$ cat config.mk
export PLATFORM = sky130hd
export DESIGN_NAME = serial_buffer_flag_handshake
export DESIGN_NICKNAME = d
export VERILOG_FILES = /design/src/inc/sbuf_pkg.sv /design/src/rtl/serial_buffer_flag_handshake.sv
export SDC_FILE = /design/constraint.sdc
export NUM_CORES = 1
export LEC_CHECK = 0
export ABC_CLOCK_PERIOD_IN_PS = 4800
export BUFFER_PORTS_ARGS = -buffer_cell sky130_fd_sc_hd__clkbuf_2
export CAP_MARGIN = 25
export CORE_AREA = 2 2 116 118
export CTS_CLUSTER_DIAMETER = 120
export DETAILED_ROUTE_END_ITERATION = 8
export DIE_AREA = 0 0 118 120
export GPL_TIMING_DRIVEN = 1
export PLACE_DENSITY = 0.5
export SYNTH_ARGS = -nofsm -noshare
export SYNTH_HDL_FRONTEND = slang
export SYNTH_SLANG_ARGS = --single-unit
$ cat constraint.sdc
create_clock -name pclk -period 4.8 [get_ports pclk]
set_input_delay 0.48 -clock pclk [delete_from_list [all_inputs] [get_ports pclk]]
set_output_delay 0.48 -clock pclk [all_outputs]
set_load 0.03 [all_outputs]
$ cat src/inc/sbuf_pkg.sv
// constants and types shared by the serial buffer handshake block
// Behaviour
// - writing the transmit holding register clears the empty flag
// - moving holding data into the shift register sets the empty flag
// - holding register writes always accepted; an unmoved value is overwritten
// - at frame end, full flag still set means overrun error
// - reading the receive holding register clears the full flag
// - read racing a frame completion may return the new frame
// - transmit empty flag reads 1 after reset
// - full flag raises receive interrupt when mask bit 2 is set; every flag enabled in the mask raises irq
`default_nettype none
package sbuf_pkg;
    // ****************************************************
    // register map
    // ****************************************************
    localparam logic [7:0] ADDR_MODE = 8'h00;
    localparam logic [7:0] ADDR_CTRL = 8'h04;
    localparam logic [7:0] ADDR_STAT = 8'h08;
    localparam logic [7:0] ADDR_TXH = 8'h0c;
    localparam logic [7:0] ADDR_RXH = 8'h10;
    localparam logic [7:0] ADDR_IMASK = 8'h14;
    // ctrl fields
    localparam int CTRL_TX_ON = 5;
    localparam int CTRL_RX_ON = 4;
    localparam int CTRL_CKS_HI = 1;
    localparam int CTRL_CKS_LO = 0;
    // status fields
    localparam int ST_TX_EMPTY = 7;
    localparam int ST_RX_FULL = 6;
    localparam int ST_OVERRUN = 5;
    localparam int ST_TX_END = 2;
    // reset values
    localparam logic [7:0] CTRL_RST = 8'h00;
    localparam logic [7:0] MODE_RST = 8'h00;
    localparam logic [3:0] IMASK_RST = 4'h0;
    // serial clock divide: bit period in pclk cycles (async mode)
    localparam int BIT_CYC = 16;
    localparam int FRAME_BITS = 8;
    typedef struct packed {
        logic sync_mode;
        logic tx_on;
        logic rx_on;
        logic cks_hi;
        logic cks_lo;
    } ctl_type;
endpackage
`default_nettype wire

$ cat src/rtl/serial_buffer_flag_handshake.sv
// serial buffer handshake: holding registers, flags, pin control, apb
`default_nettype none
module serial_buffer_flag_handshake
    import sbuf_pkg::*;
(
    input wire logic pclk,
    input wire logic presetn,
    input wire logic psel,
    input wire logic penable,
    input wire logic pwrite,
    input wire logic [7:0] paddr,
    input wire logic [31:0] pwdata,
    output logic [31:0] prdata,
    output logic pready,
    output logic pslverr,
    input wire logic rxd,
    output logic txd,
    input wire logic sck_in,
    output logic sck_out,
    output logic sck_oe,
    output logic irq,
    output logic receive_full_irq
);
    // ****************************************************
    // bus and control registers
    // ****************************************************
    ctl_type ctl_r;
    logic [7:0] thr_r, tsr_r, rhr_r, rsr_r;
    logic tx_empty_r, rx_full_r, overrun_r, tx_end_r;
    logic [3:0] imask_r;
    logic acc, wr, rd, hit;
    logic rx_s1, rx_s2, ck_s1, ck_s2, ck_d;
    assign acc = psel & penable;
    assign wr = acc & pwrite;
    assign rd = acc & ~pwrite;
    assign hit = paddr inside {ADDR_MODE, ADDR_CTRL, ADDR_STAT, ADDR_TXH,
                               ADDR_RXH, ADDR_IMASK};
    // zero-wait slave; unmapped addresses answer with an error
    always_ff @(posedge pclk or negedge presetn) begin
        if (!presetn) begin
            pready <= 1'b0;
            pslverr <= 1'b0;
        end else begin
            pready <= psel & ~penable;
            pslverr <= psel & ~penable & ~hit;
        end
    end
    logic wr_go, rd_go;
    assign wr_go = wr & pready;
    assign rd_go = rd & pready;

    always_ff @(posedge pclk or negedge presetn) begin
        if (!presetn) begin
            ctl_r <= '0;
            imask_r <= IMASK_RST;
        end else if (wr_go) begin
            if (paddr == ADDR_MODE)
                ctl_r.sync_mode <= pwdata[7];
            if (paddr == ADDR_CTRL) begin
                ctl_r.tx_on <= pwdata[CTRL_TX_ON];
                ctl_r.rx_on <= pwdata[CTRL_RX_ON];
                ctl_r.cks_hi <= pwdata[CTRL_CKS_HI];
                ctl_r.cks_lo <= pwdata[CTRL_CKS_LO];
            end
            if (paddr == ADDR_IMASK)
                imask_r <= pwdata[3:0];
        end
    end

    // ****************************************************
    // pin synchronisers and bit timing
    // ****************************************************
    always_ff @(posedge pclk or negedge presetn) begin
        if (!presetn) begin
            rx_s1 <= 1'b1;
            rx_s2 <= 1'b1;
            ck_s1 <= 1'b1;
            ck_s2 <= 1'b1;
            ck_d <= 1'b1;
        end else begin
            rx_s1 <= rxd;
            rx_s2 <= rx_s1;
            ck_s1 <= sck_in;
            ck_s2 <= ck_s1;
            ck_d <= ck_s2;
        end
    end
    // external clock in sync mode when selects are 1x, else internal divider
    logic ext_ck, div_tick, bit_tick, ck_rise;
    logic [4:0] div_r;
    assign ext_ck = ctl_r.sync_mode & ctl_r.cks_hi;
    assign ck_rise = ck_s2 & ~ck_d;
    assign div_tick = (div_r == 5'(BIT_CYC - 1));
    assign bit_tick = ext_ck ? ck_rise : div_tick;
    always_ff @(posedge pclk or negedge presetn) begin
        if (!presetn)
            div_r <= '0;
        else
            div_r <= div_tick ? 5'h00 : div_r + 5'h01;
    end

    // ****************************************************
    // transmitter
    // ****************************************************
    logic [3:0] tx_cnt_r;
    logic tx_busy_r, tx_load, tx_fin;
    assign tx_load = ctl_r.tx_on & ~tx_empty_r & ~tx_busy_r & bit_tick;
    assign tx_fin = ctl_r.tx_on & tx_busy_r & bit_tick
                    & (tx_cnt_r == 4'(FRAME_BITS));
    always_ff @(posedge pclk or negedge presetn) begin
        if (!presetn) begin
            thr_r <= 8'h00;
        end else if (wr_go && paddr == ADDR_TXH) begin
            thr_r <= pwdata[7:0];
        end
    end
    always_ff @(posedge pclk or negedge presetn) begin
        if (!presetn) begin
            tx_empty_r <= 1'b1;
        end else if (wr_go && paddr == ADDR_TXH) begin
            tx_empty_r <= 1'b0;
        end else if (tx_load) begin
            tx_empty_r <= 1'b1;
        end
    end
    // async frame: start, 8 data lsb first, stop
    always_ff @(posedge pclk or negedge presetn) begin
        if (!presetn) begin
            tsr_r <= 8'h00;
            tx_cnt_r <= 4'h0;
            tx_busy_r <= 1'b0;
            txd <= 1'b1;
        end else if (!ctl_r.tx_on) begin
            tx_busy_r <= 1'b0;
            txd <= 1'b1;
        end else if (tx_load) begin
            tsr_r <= thr_r;
            tx_busy_r <= 1'b1;
            tx_cnt_r <= 4'h0;
            txd <= 1'b0;
        end else if (tx_busy_r && bit_tick) begin
            if (tx_cnt_r == 4'(FRAME_BITS)) begin
                tx_busy_r <= 1'b0;
                txd <= 1'b1;
            end else begin
                txd <= tsr_r[0];
                tsr_r <= {1'b1, tsr_r[7:1]};
                tx_cnt_r <= tx_cnt_r + 4'h1;
            end
        end
    end
    always_ff @(posedge pclk or negedge presetn) begin
        if (!presetn)
            tx_end_r <= 1'b0;
        else if (tx_fin && tx_empty_r)
            tx_end_r <= 1'b1;
        else if (wr_go && paddr == ADDR_STAT && pwdata[ST_TX_END])
            tx_end_r <= 1'b0;
    end

    // ****************************************************
    // receiver
    // ****************************************************
    logic [3:0] rx_cnt_r;
    logic rx_busy_r, rx_done, rd_rhr;
    assign rd_rhr = rd_go & (paddr == ADDR_RXH);
    always_ff @(posedge pclk or negedge presetn) begin
        if (!presetn) begin
            rsr_r <= 8'h00;
            rx_cnt_r <= 4'h0;
            rx_busy_r <= 1'b0;
        end else if (!ctl_r.rx_on) begin
            rx_busy_r <= 1'b0;
        end else if (!rx_busy_r) begin
            if (bit_tick && !rx_s2) begin
                rx_busy_r <= 1'b1;
                rx_cnt_r <= 4'h0;
            end
        end else if (bit_tick) begin
            if (rx_cnt_r == 4'(FRAME_BITS)) begin
                rx_busy_r <= 1'b0;
            end else begin
                rsr_r <= {rx_s2, rsr_r[7:1]};
                rx_cnt_r <= rx_cnt_r + 4'h1;
            end
        end
    end
    assign rx_done = rx_busy_r & bit_tick & (rx_cnt_r == 4'(FRAME_BITS));
    // overrun when full still set at frame end; data is kept
    always_ff @(posedge pclk or negedge presetn) begin
        if (!presetn) begin
            rhr_r <= 8'h00;
            overrun_r <= 1'b0;
        end else begin
            if (rx_done && !rx_full_r)
                rhr_r <= rsr_r;
            if (rx_done && rx_full_r)
                overrun_r <= 1'b1;
            else if (wr_go && paddr == ADDR_STAT && pwdata[ST_OVERRUN])
                overrun_r <= 1'b0;
        end
    end
    // read clears full; a frame completing while full is clear wins over the clear
    always_ff @(posedge pclk or negedge presetn) begin
        if (!presetn)
            rx_full_r <= 1'b0;
        else if (rx_done && !rx_full_r)
            rx_full_r <= 1'b1;
        else if (rd_rhr)
            rx_full_r <= 1'b0;
    end

    // ****************************************************
    // read data, pins, interrupts
    // ****************************************************
    logic [7:0] stat;
    logic [3:0] events;
    assign stat = {tx_empty_r, rx_full_r, overrun_r, 2'b00, tx_end_r, 2'b00};
    assign events = {tx_empty_r, rx_full_r, overrun_r, tx_end_r};
    // read racing a frame end sees the new frame when full was clear
    always_ff @(posedge pclk or negedge presetn) begin
        if (!presetn) begin
            prdata <= 32'h0000_0000;
        end else if (psel && !penable) begin
            unique case (paddr)
                ADDR_MODE: prdata <= {24'h0, ctl_r.sync_mode, 7'h00};
                ADDR_CTRL: prdata <= {26'h0, ctl_r.tx_on, ctl_r.rx_on,
                                      2'b00, ctl_r.cks_hi, ctl_r.cks_lo};
                ADDR_STAT: prdata <= {24'h0, stat};
                ADDR_TXH: prdata <= {24'h0, thr_r};
                ADDR_RXH: prdata <= {24'h0,
                    (rx_done && !rx_full_r) ? rsr_r : rhr_r};
                ADDR_IMASK: prdata <= {28'h0, imask_r};
                default: prdata <= 32'h0000_0000;
            endcase
        end
    end
    // clock output driven in sync mode with selects 0x
    always_ff @(posedge pclk or negedge presetn) begin
        if (!presetn) begin
            sck_oe <= 1'b0;
            sck_out <= 1'b1;
        end else begin
            sck_oe <= ctl_r.sync_mode & ~ctl_r.cks_hi;
            sck_out <= (ctl_r.tx_on | ctl_r.rx_on) ? div_r[3] : 1'b1;
        end
    end
    always_ff @(posedge pclk or negedge presetn) begin
        if (!presetn) begin
            irq <= 1'b0;
            receive_full_irq <= 1'b0;
        end else begin
            irq <= |(events & imask_r);
            receive_full_irq <= rx_full_r & imask_r[2];
        end
    end
endmodule
`default_nettype wire

==> metrics.md, run 1 <==
| Metric | Value |
|---|---|
| H-tree levels | `3` |
| Slowest CP cell | `nor3_4` |
| DRT Pass-1 Iters | `4` |
| Clk pin slew, worst setup/hold paths | `around 60 ps` |
| CTS tree | `built` |
| Main synth FF type | `dfrtp_1` |
| Port Buffers | `37` |
| Critical Path Sink Type | `register` |
| Global-route wire length before repair | `12.7 mm` |
| Reg-to-reg slack, setup | `approximately 2600 ps` |
| Fmax | `448 MHz` |
| Area after DPL | `about 4000 um^2` |
| Layout cells sized above 1 | `30.0%` |
| Largest net degree at the start of global routing | `81` |
| Synth Instances | `324` |
| Starting density of the core | `a little under 30%` |
| WL per Instance | `around 14 um` |
| Row cnt | `between 40 and 50` |
| Vias per inst | `4.58` |
| Pleak | `around 0.0022 uW` |
| Post-synth EDFFs | `0` |
| Power per cell area | `~340 nW/um^2` |
| Post-DRT Antenna Nets | `0` |
| Crit Path Class | `register to register` |
| I/O pin cnt | `between 80 and 90` |
| Final WL | `7.85 mm` |
| Mapped Area | `3790 um^2` |
| Status | `finished clean` |
| Delay-heaviest family, CP | `simple AND/OR/NAND/NOR gates` |
| Core area | `13000 um^2` |
| Tcrit/Tclk final | `46.5%` |
| Final hold vios | `0` |
| GRT Util Overall | `a little under an eighth` |
| Slew HR | `56.0%` |
| Hold slack | `74.3 ps` |
| Crit-path max FO | `8` |
| Async SR Flop Fraction | `100%` |
| Clock Sink Count | `80` |
| Avg Cell Area, Syn | `11.7 um^2` |
| RSZ-0062 raised after global routing | `no` |
| Crit path depth | `6` |
| CTS-repair resized insts | `0` |
| Chip width | `118 um` |
| Slew Viols, Final | `0` |
| Filler cells | `1300` |
| Worst Path Buf+Inv | `0` |
| Fin area | `between 4000 and 5000 um^2` |
| Clk_skew | `7.72 ps` |
| GP Congestion | `0.754` |
| Die outline height | `120 um` |
| Final HPWL DP | `about 5.6 mm` |
| HP Class | `primary input to async pin` |
| Top cell type's share of synthesized area | `between 40% and 50%` |
| Overall via count from detail_route | `2488` |
| DRT iter0 DRCs | `157` |
| Most common library cells after synthesis | `dfrtp_1 (72), mux2_2 (37), buf_4 (25), nand2_1 (22), o21ai_0 (18)` |
| Worst-Skew Late Latency | `340 ps` |
| Peak VDD IR | `148 uV` |
| Synth cell types | `50` |
| Max Root-Sink Buffers | `2` |
| CP Data Arrival Time | `2450 ps` |
| Nets | `414` |
| Top post-synthesis cells by area | `dfrtp_1 (48%), mux2_2 (11%), dfstp_2 (5.6%)` |
| Slew @ Worst Pin | `660 ps` |
| Vias in the first global route | `approximately 2500` |
| CTS Hold Buffers Added | `0` |
| Cells along the critical path | `ha_1 -> and4b_4 -> mux2i_4 -> nor3_4 -> mux2_4 -> a221o_1` |
| Fin Setup TNS | `0 ps` |
| Antenna diodes | `0` |
| Full die area | `between 10000 and 15000 um^2` |
| Fin crit period | `between 2000 and 2500 ps` |
| Startpoint types | `register` |
| Synth warn | `0` |
| Max Cap Viol | `0` |
| Seq/Total Area, Yosys | `between 50% and 60%` |
| Flops & latches, synth | `80` |
| Critical Path RT | `5020 ps` |
| DRC | `0` |
| Postcts setup bufs | `0` |
| Delay of the slowest cell on the worst path | `450 ps` |
| Final Setup Violations | `0` |
| Area growth, synth to finish | `16.5%` |
| Gr ovfl total | `0` |
| Clock Tree Root | `clkbuf_16` |
| Yosys top cell by area | `dfrtp_1` |
| TritonCTS buffer count | `9` |
| Initial antenna violation count | `0` |
| Most common cell in the synthesized netlist | `dfrtp_1` |
| R2R cell count | `6` |
power breakdown:
group / switching (uW) / total (uW) / leakage [uW] / internal (uW)
logic: 58.6 / 73.3 / 0.000932 / 14.7
registers: 2.35 / 683 / 0.00108 / 680
clock network: 263 / 745 / 0.000165 / 482
layout make-up:
class / count / area [um^2] / share of cell area [%]
Clock inverter: 5 / 78.8 / 1.79
Sequential cell: 80 / 2010 / 45.6
Timing Repair Buffer: 38 / 215 / 4.88
Inverter: 7 / 26.3 / 0.596
Tap cell: 176 / 220 / 4.99
Clock buffer: 11 / 253 / 5.73
Multi-Input combinational cell: 226 / 1610 / 36.4
logic make-up (layout without fill, tap and decap cells):
group | after synthesis | count (layout) | share of synthesized area, %
simple gates | 89 | 89 | 12.9
mux | 47 | 47 | 14.1
other cells | 1 | 24 | 0.0990
xor+xnor | 4 | 4 | 0.925
compound gates | 57 | 57 | 10.4
buf+inv | 41 | 61 | 6.77
flops | 80 | 80 | 53.1
fa+ha+maj | 5 | 5 | 1.65
path summary, 6_finish.rpt:
| path | start | to |
|---|---|---|
| max in group asynchronous | presetn | tx_empty_r |
| worst max register to register | div_r[0] | prdata[1] |
| min in group pclk | rxd | rx_s1 |
| worst min-delay path | presetn | rx_cnt_r[1] |
| worst max-delay path | div_r[0] | prdata[1] |
| worst min register to register | ck_s1 | ck_s2 |
through the flow:
step / worst slack (ps) / instances / power [uW] / util (%)
2_1_floorplan: 2800 / 347 / 750 / -
3_3_place_gp: 2580 / 526 / 766 / 31.2
3_5_place_dp: 2550 / 526 / 767 / 31.2
4_1_cts: 2540 / 542 / 1520 / 33.8
5_1_grt: 2440 / 543 / 1560 / 34.0
6_report: 2570 / 543 / 1500 / 34.0
metal layers:
| layer | up-vias | part of all wire, % | wire (um) | global-route usage (%) |
|---|---|---|---|---|
| li1 | 1183 | - | - | - |
| met1 | 1251 | 46 | 3630 | 14.4 |
| met2 | 45 | 49 | 3830 | 19.2 |
| met3 | 9 | 3.3 | 262 | 3.23 |
| met4 | 0 | 1.5 | 119 | 4.74 |
| met5 | - | 0 | 0 | 0 |
worst reg2reg max path, stage by stage (launching register included):
cell	delay, ps
dfrtp_1	360
ha_1	220
and4b_4	290
mux2i_4	120
nor3_4	450
mux2_4	350
a221o_1	320
state kept, by name (all words and copies together) (netlist names), 4 cells and up:
register	count
ctl_r	5
div_r	5
imask_r	4
prdata	8
rhr_r	8
rsr_r	8
rx_cnt_r	4
thr_r	8
tsr_r	8
tx_cnt_r	4
cell usage in the layout, fill, tap and decap left out, drive strengths merged, types with 3 or more instances in the layout:
| cell type | n |
|---|---|
| dfrtp | 72 |
| clkbuf | 47 |
| mux2 | 38 |
| conb | 24 |
| nand2 | 22 |
| o21ai | 18 |
| nor2 | 17 |
| nand3 | 12 |
| mux2i | 9 |
| dfstp | 8 |
| inv | 7 |
| nor2b | 7 |
| a22o | 6 |
| a22oi | 6 |
| and3 | 5 |
| a31o | 5 |
| ha | 5 |
| nand4 | 5 |
| and2 | 4 |
| o21a | 4 |
| a21o | 4 |
| nand2b | 3 |
| nor4 | 3 |
| clkinv | 3 |
(Power assumes the default switching activity.)
==> run 2, diff against run 1 <==
Settings changed: ABC_CLOCK_PERIOD_IN_PS 4800 to 2000, PLACE_DENSITY 0.5 to 0.51.
Clock period 4.8 ns to 2 ns, I/O delays scaled along.
==> run 2 against run 1 <==
Critical path depth grew 1. Final cell count grew 5.9%. Hold slack gained 24 ps. Critical endpoint unchanged. Register-to-register slack worse by 2500 ps.
==> metrics.md, run 2 (same netlist as run 1, synthesis figures left out) <==
| Metric | Value |
|---|---|
| TritonCTS buffer count | `9` |
| Final HPWL DP | `6.00 mm` |
| Flop pwr share | `a little under half` |
| Largest net degree at the start of global routing | `51` |
| Clock Sink Count | `80` |
| FF-to-FF End | `prdata[1]` |
| Die outline height | `about 120 um` |
| Core area | `~13000 um^2` |
| HP Class | `primary input to register` |
| GRT Util Overall | `about 12%` |
| CP Data Arrival Time | `2130 ps` |
| Fin crit period | `1920 ps` |
| Final core utilization | `36.1%` |
| Antenna diodes | `0` |
| DRT Pass-1 Iters | `4` |
| Starting density of the core | `29.2%` |
| Status | `finished clean` |
| Clock Tree Root | `clkbuf_16` |
| Critical Path RT | `2220 ps` |
| Sw frac | `21.8%` |
| Vias per inst | `4.52` |
| Full die area | `14200 um^2` |
| Slew Viols, Final | `0` |
| Final hold vios | `0` |
| WL per Instance | `about 14 um` |
| WHS Endpoint | `thr_r[6]` |
| Vias in the first global route | `2623` |
| I/O pin cnt | `86` |
| Clock Power Share | `48.6%` |
| Slowest CP cell | `dfrtp_1` |
| Chip width | `roughly 120 um` |
| H-tree levels | `3` |
| Internal power | `2770 uW` |
| Max Root-Sink Buffers | `2` |
| Delay-heaviest family, CP | `simple AND/OR/NAND/NOR gates` |
| Pleak | `0.00233 uW` |
| RR Startpoint | `div_r[1]` |
| Power per cell area | `755 nW/um^2` |
| Initial antenna violation count | `0` |
| Clk pin slew, worst setup/hold paths | `60 ps` |
| Area growth, synth to finish | `23.8%` |
| Worst Path Buf+Inv | `1` |
| Most frequent cells in the layout | `dfrtp_1 (72), clkbuf_2 (36), mux2_2 (31)` |
| Crit Path Class | `register to register` |
| Post-place setup slack | `-70.9 ps` |
| DRC | `0` |
| Combinational share of power | `under 10%` |
| Final Setup Violations | `0` |
| Psw | `slightly below 800 uW` |
| Global-route wire length before repair | `about 14 mm` |
| RSZ-0062 raised after global routing | `yes` |
| Overall via count from detail_route | `2600` |
| Final setup margin | `around 83 ps` |
| Tcrit/Tclk final | `95.8%` |
| Startpoint types | `register` |
| Layout cells sized above 1 | `34.3%` |
| Worst-Skew Late Latency | `roughly 340 ps` |
| Fmax | `between 500 and 600 MHz` |
| Worst hold start | `pwdata[6]` |
| Critical Path Sink Type | `register` |
| Cell count after placement | `551` |
| Post-DRT Antenna Nets | `0` |
| Filler cells | `1300` |
| Fin Setup TNS | `0 ps` |
| Crit-path max FO | `5` |
| Worst hold stages | `2` |
| GP Congestion | `around 0.76` |
| Final WL | `just over 8 mm` |
| Post-route insts no fill | `575` |
| Peak VDD IR | `354 uV` |
| Cells along the critical path | `ha_2 -> and4b_4 -> mux2i_4 -> nor3_4 -> buf_6 -> mux2_4 -> a221o_1` |
| R2R cell count | `7` |
| CTS tree | `built` |
| Clk_skew | `6.93 ps` |
| Commonest non-fill, non-tap cell in the layout | `dfrtp_1` |
| Total power | `between 3000 and 4000 uW` |
| Nets | `446` |
| Port Buffers | `37` |
| Row cnt | `42` |
| Gr ovfl total | `0` |
| DRT iter0 DRCs | `164` |
| Reg-to-reg slack, setup | `80 ps` |
| Delay of the slowest cell on the worst path | `between 300 and 400 ps` |
| Max Cap Viol | `0` |
==> run 2: worst register-to-register path: cells and delay by family (launching register included) <==
family          cells  cell delay (ps)
fa+ha+maj           1              180
flops               1              350
buf+inv             1              150
compound gates      1              290
simple gates        2              430
mux                 2              410
==> run 2: per-stage QoR <==
| stage | instance area (um^2) | hold WS, ps |
|---|---|---|
| floorplan | 3870 | -95.6 |
| global placement | 4280 | 166 |
| detailed placement | 4280 | 167 |
| CTS | 4630 | 86.1 |
| global route | 4690 | 97.7 |
| finish | 4690 | 98.5 |
==> run 2: what timing repair did <==
item,4_1_cts,5_1_grt
setup endpoints to repair,7,18
endpoints found under the hold margin,32,0
setup buffers,2,3
hold buffers,3,0
pin swaps,1,4
resized for setup,0,11
==> run 2: power by group through the flow <==
stage	Sequential (uW)	Combinational, uW	Clock (uW)
after floorplan	1670	128	0
after global placement	1670	180	0
after detailed placement	1670	182	0
after CTS	1640	187	1780
after global routing	1640	204	1850
final	1640	183	1720
==> run 2: worst max-delay path by stage <==
stage,to,cells past startpoint,start
4_1_cts,rx_cnt_r[1],6,div_r[0]
5_1_grt,prdata[4],8,div_r[0]
3_3_place_gp,prdata[5],7,div_r[0]
2_1_floorplan,prdata[1],6,div_r[0]
6_report,prdata[1],7,div_r[1]
3_5_place_dp,prdata[4],7,div_r[0]
==> run 2: metal layers <==
metal / share of wire (%) / up-vias / global-route usage, %
li1: - / 1246 / -
met1: 47 / 1301 / 16.0
met2: 48 / 44 / 19.5
met3: 3.7 / 9 / 3.52
met4: 1.3 / 0 / 4.67
met5: 0 / - / 0
==> run 2: cell type report <==
| cell class | instances | area, um^2 | share of cell area (%) |
|---|---|---|---|
| Sequential cell | 80 | 2010 | 42.9 |
| Multi-Input combinational cell | 226 | 1630 | 34.8 |
| Timing Repair Buffer | 70 | 492 | 10.5 |
| Clock buffer | 13 | 240 | 5.12 |
| Tap cell | 176 | 220 | 4.70 |
| Clock inverter | 3 | 67.6 | 1.44 |
| Inverter | 7 | 26.3 | 0.560 |
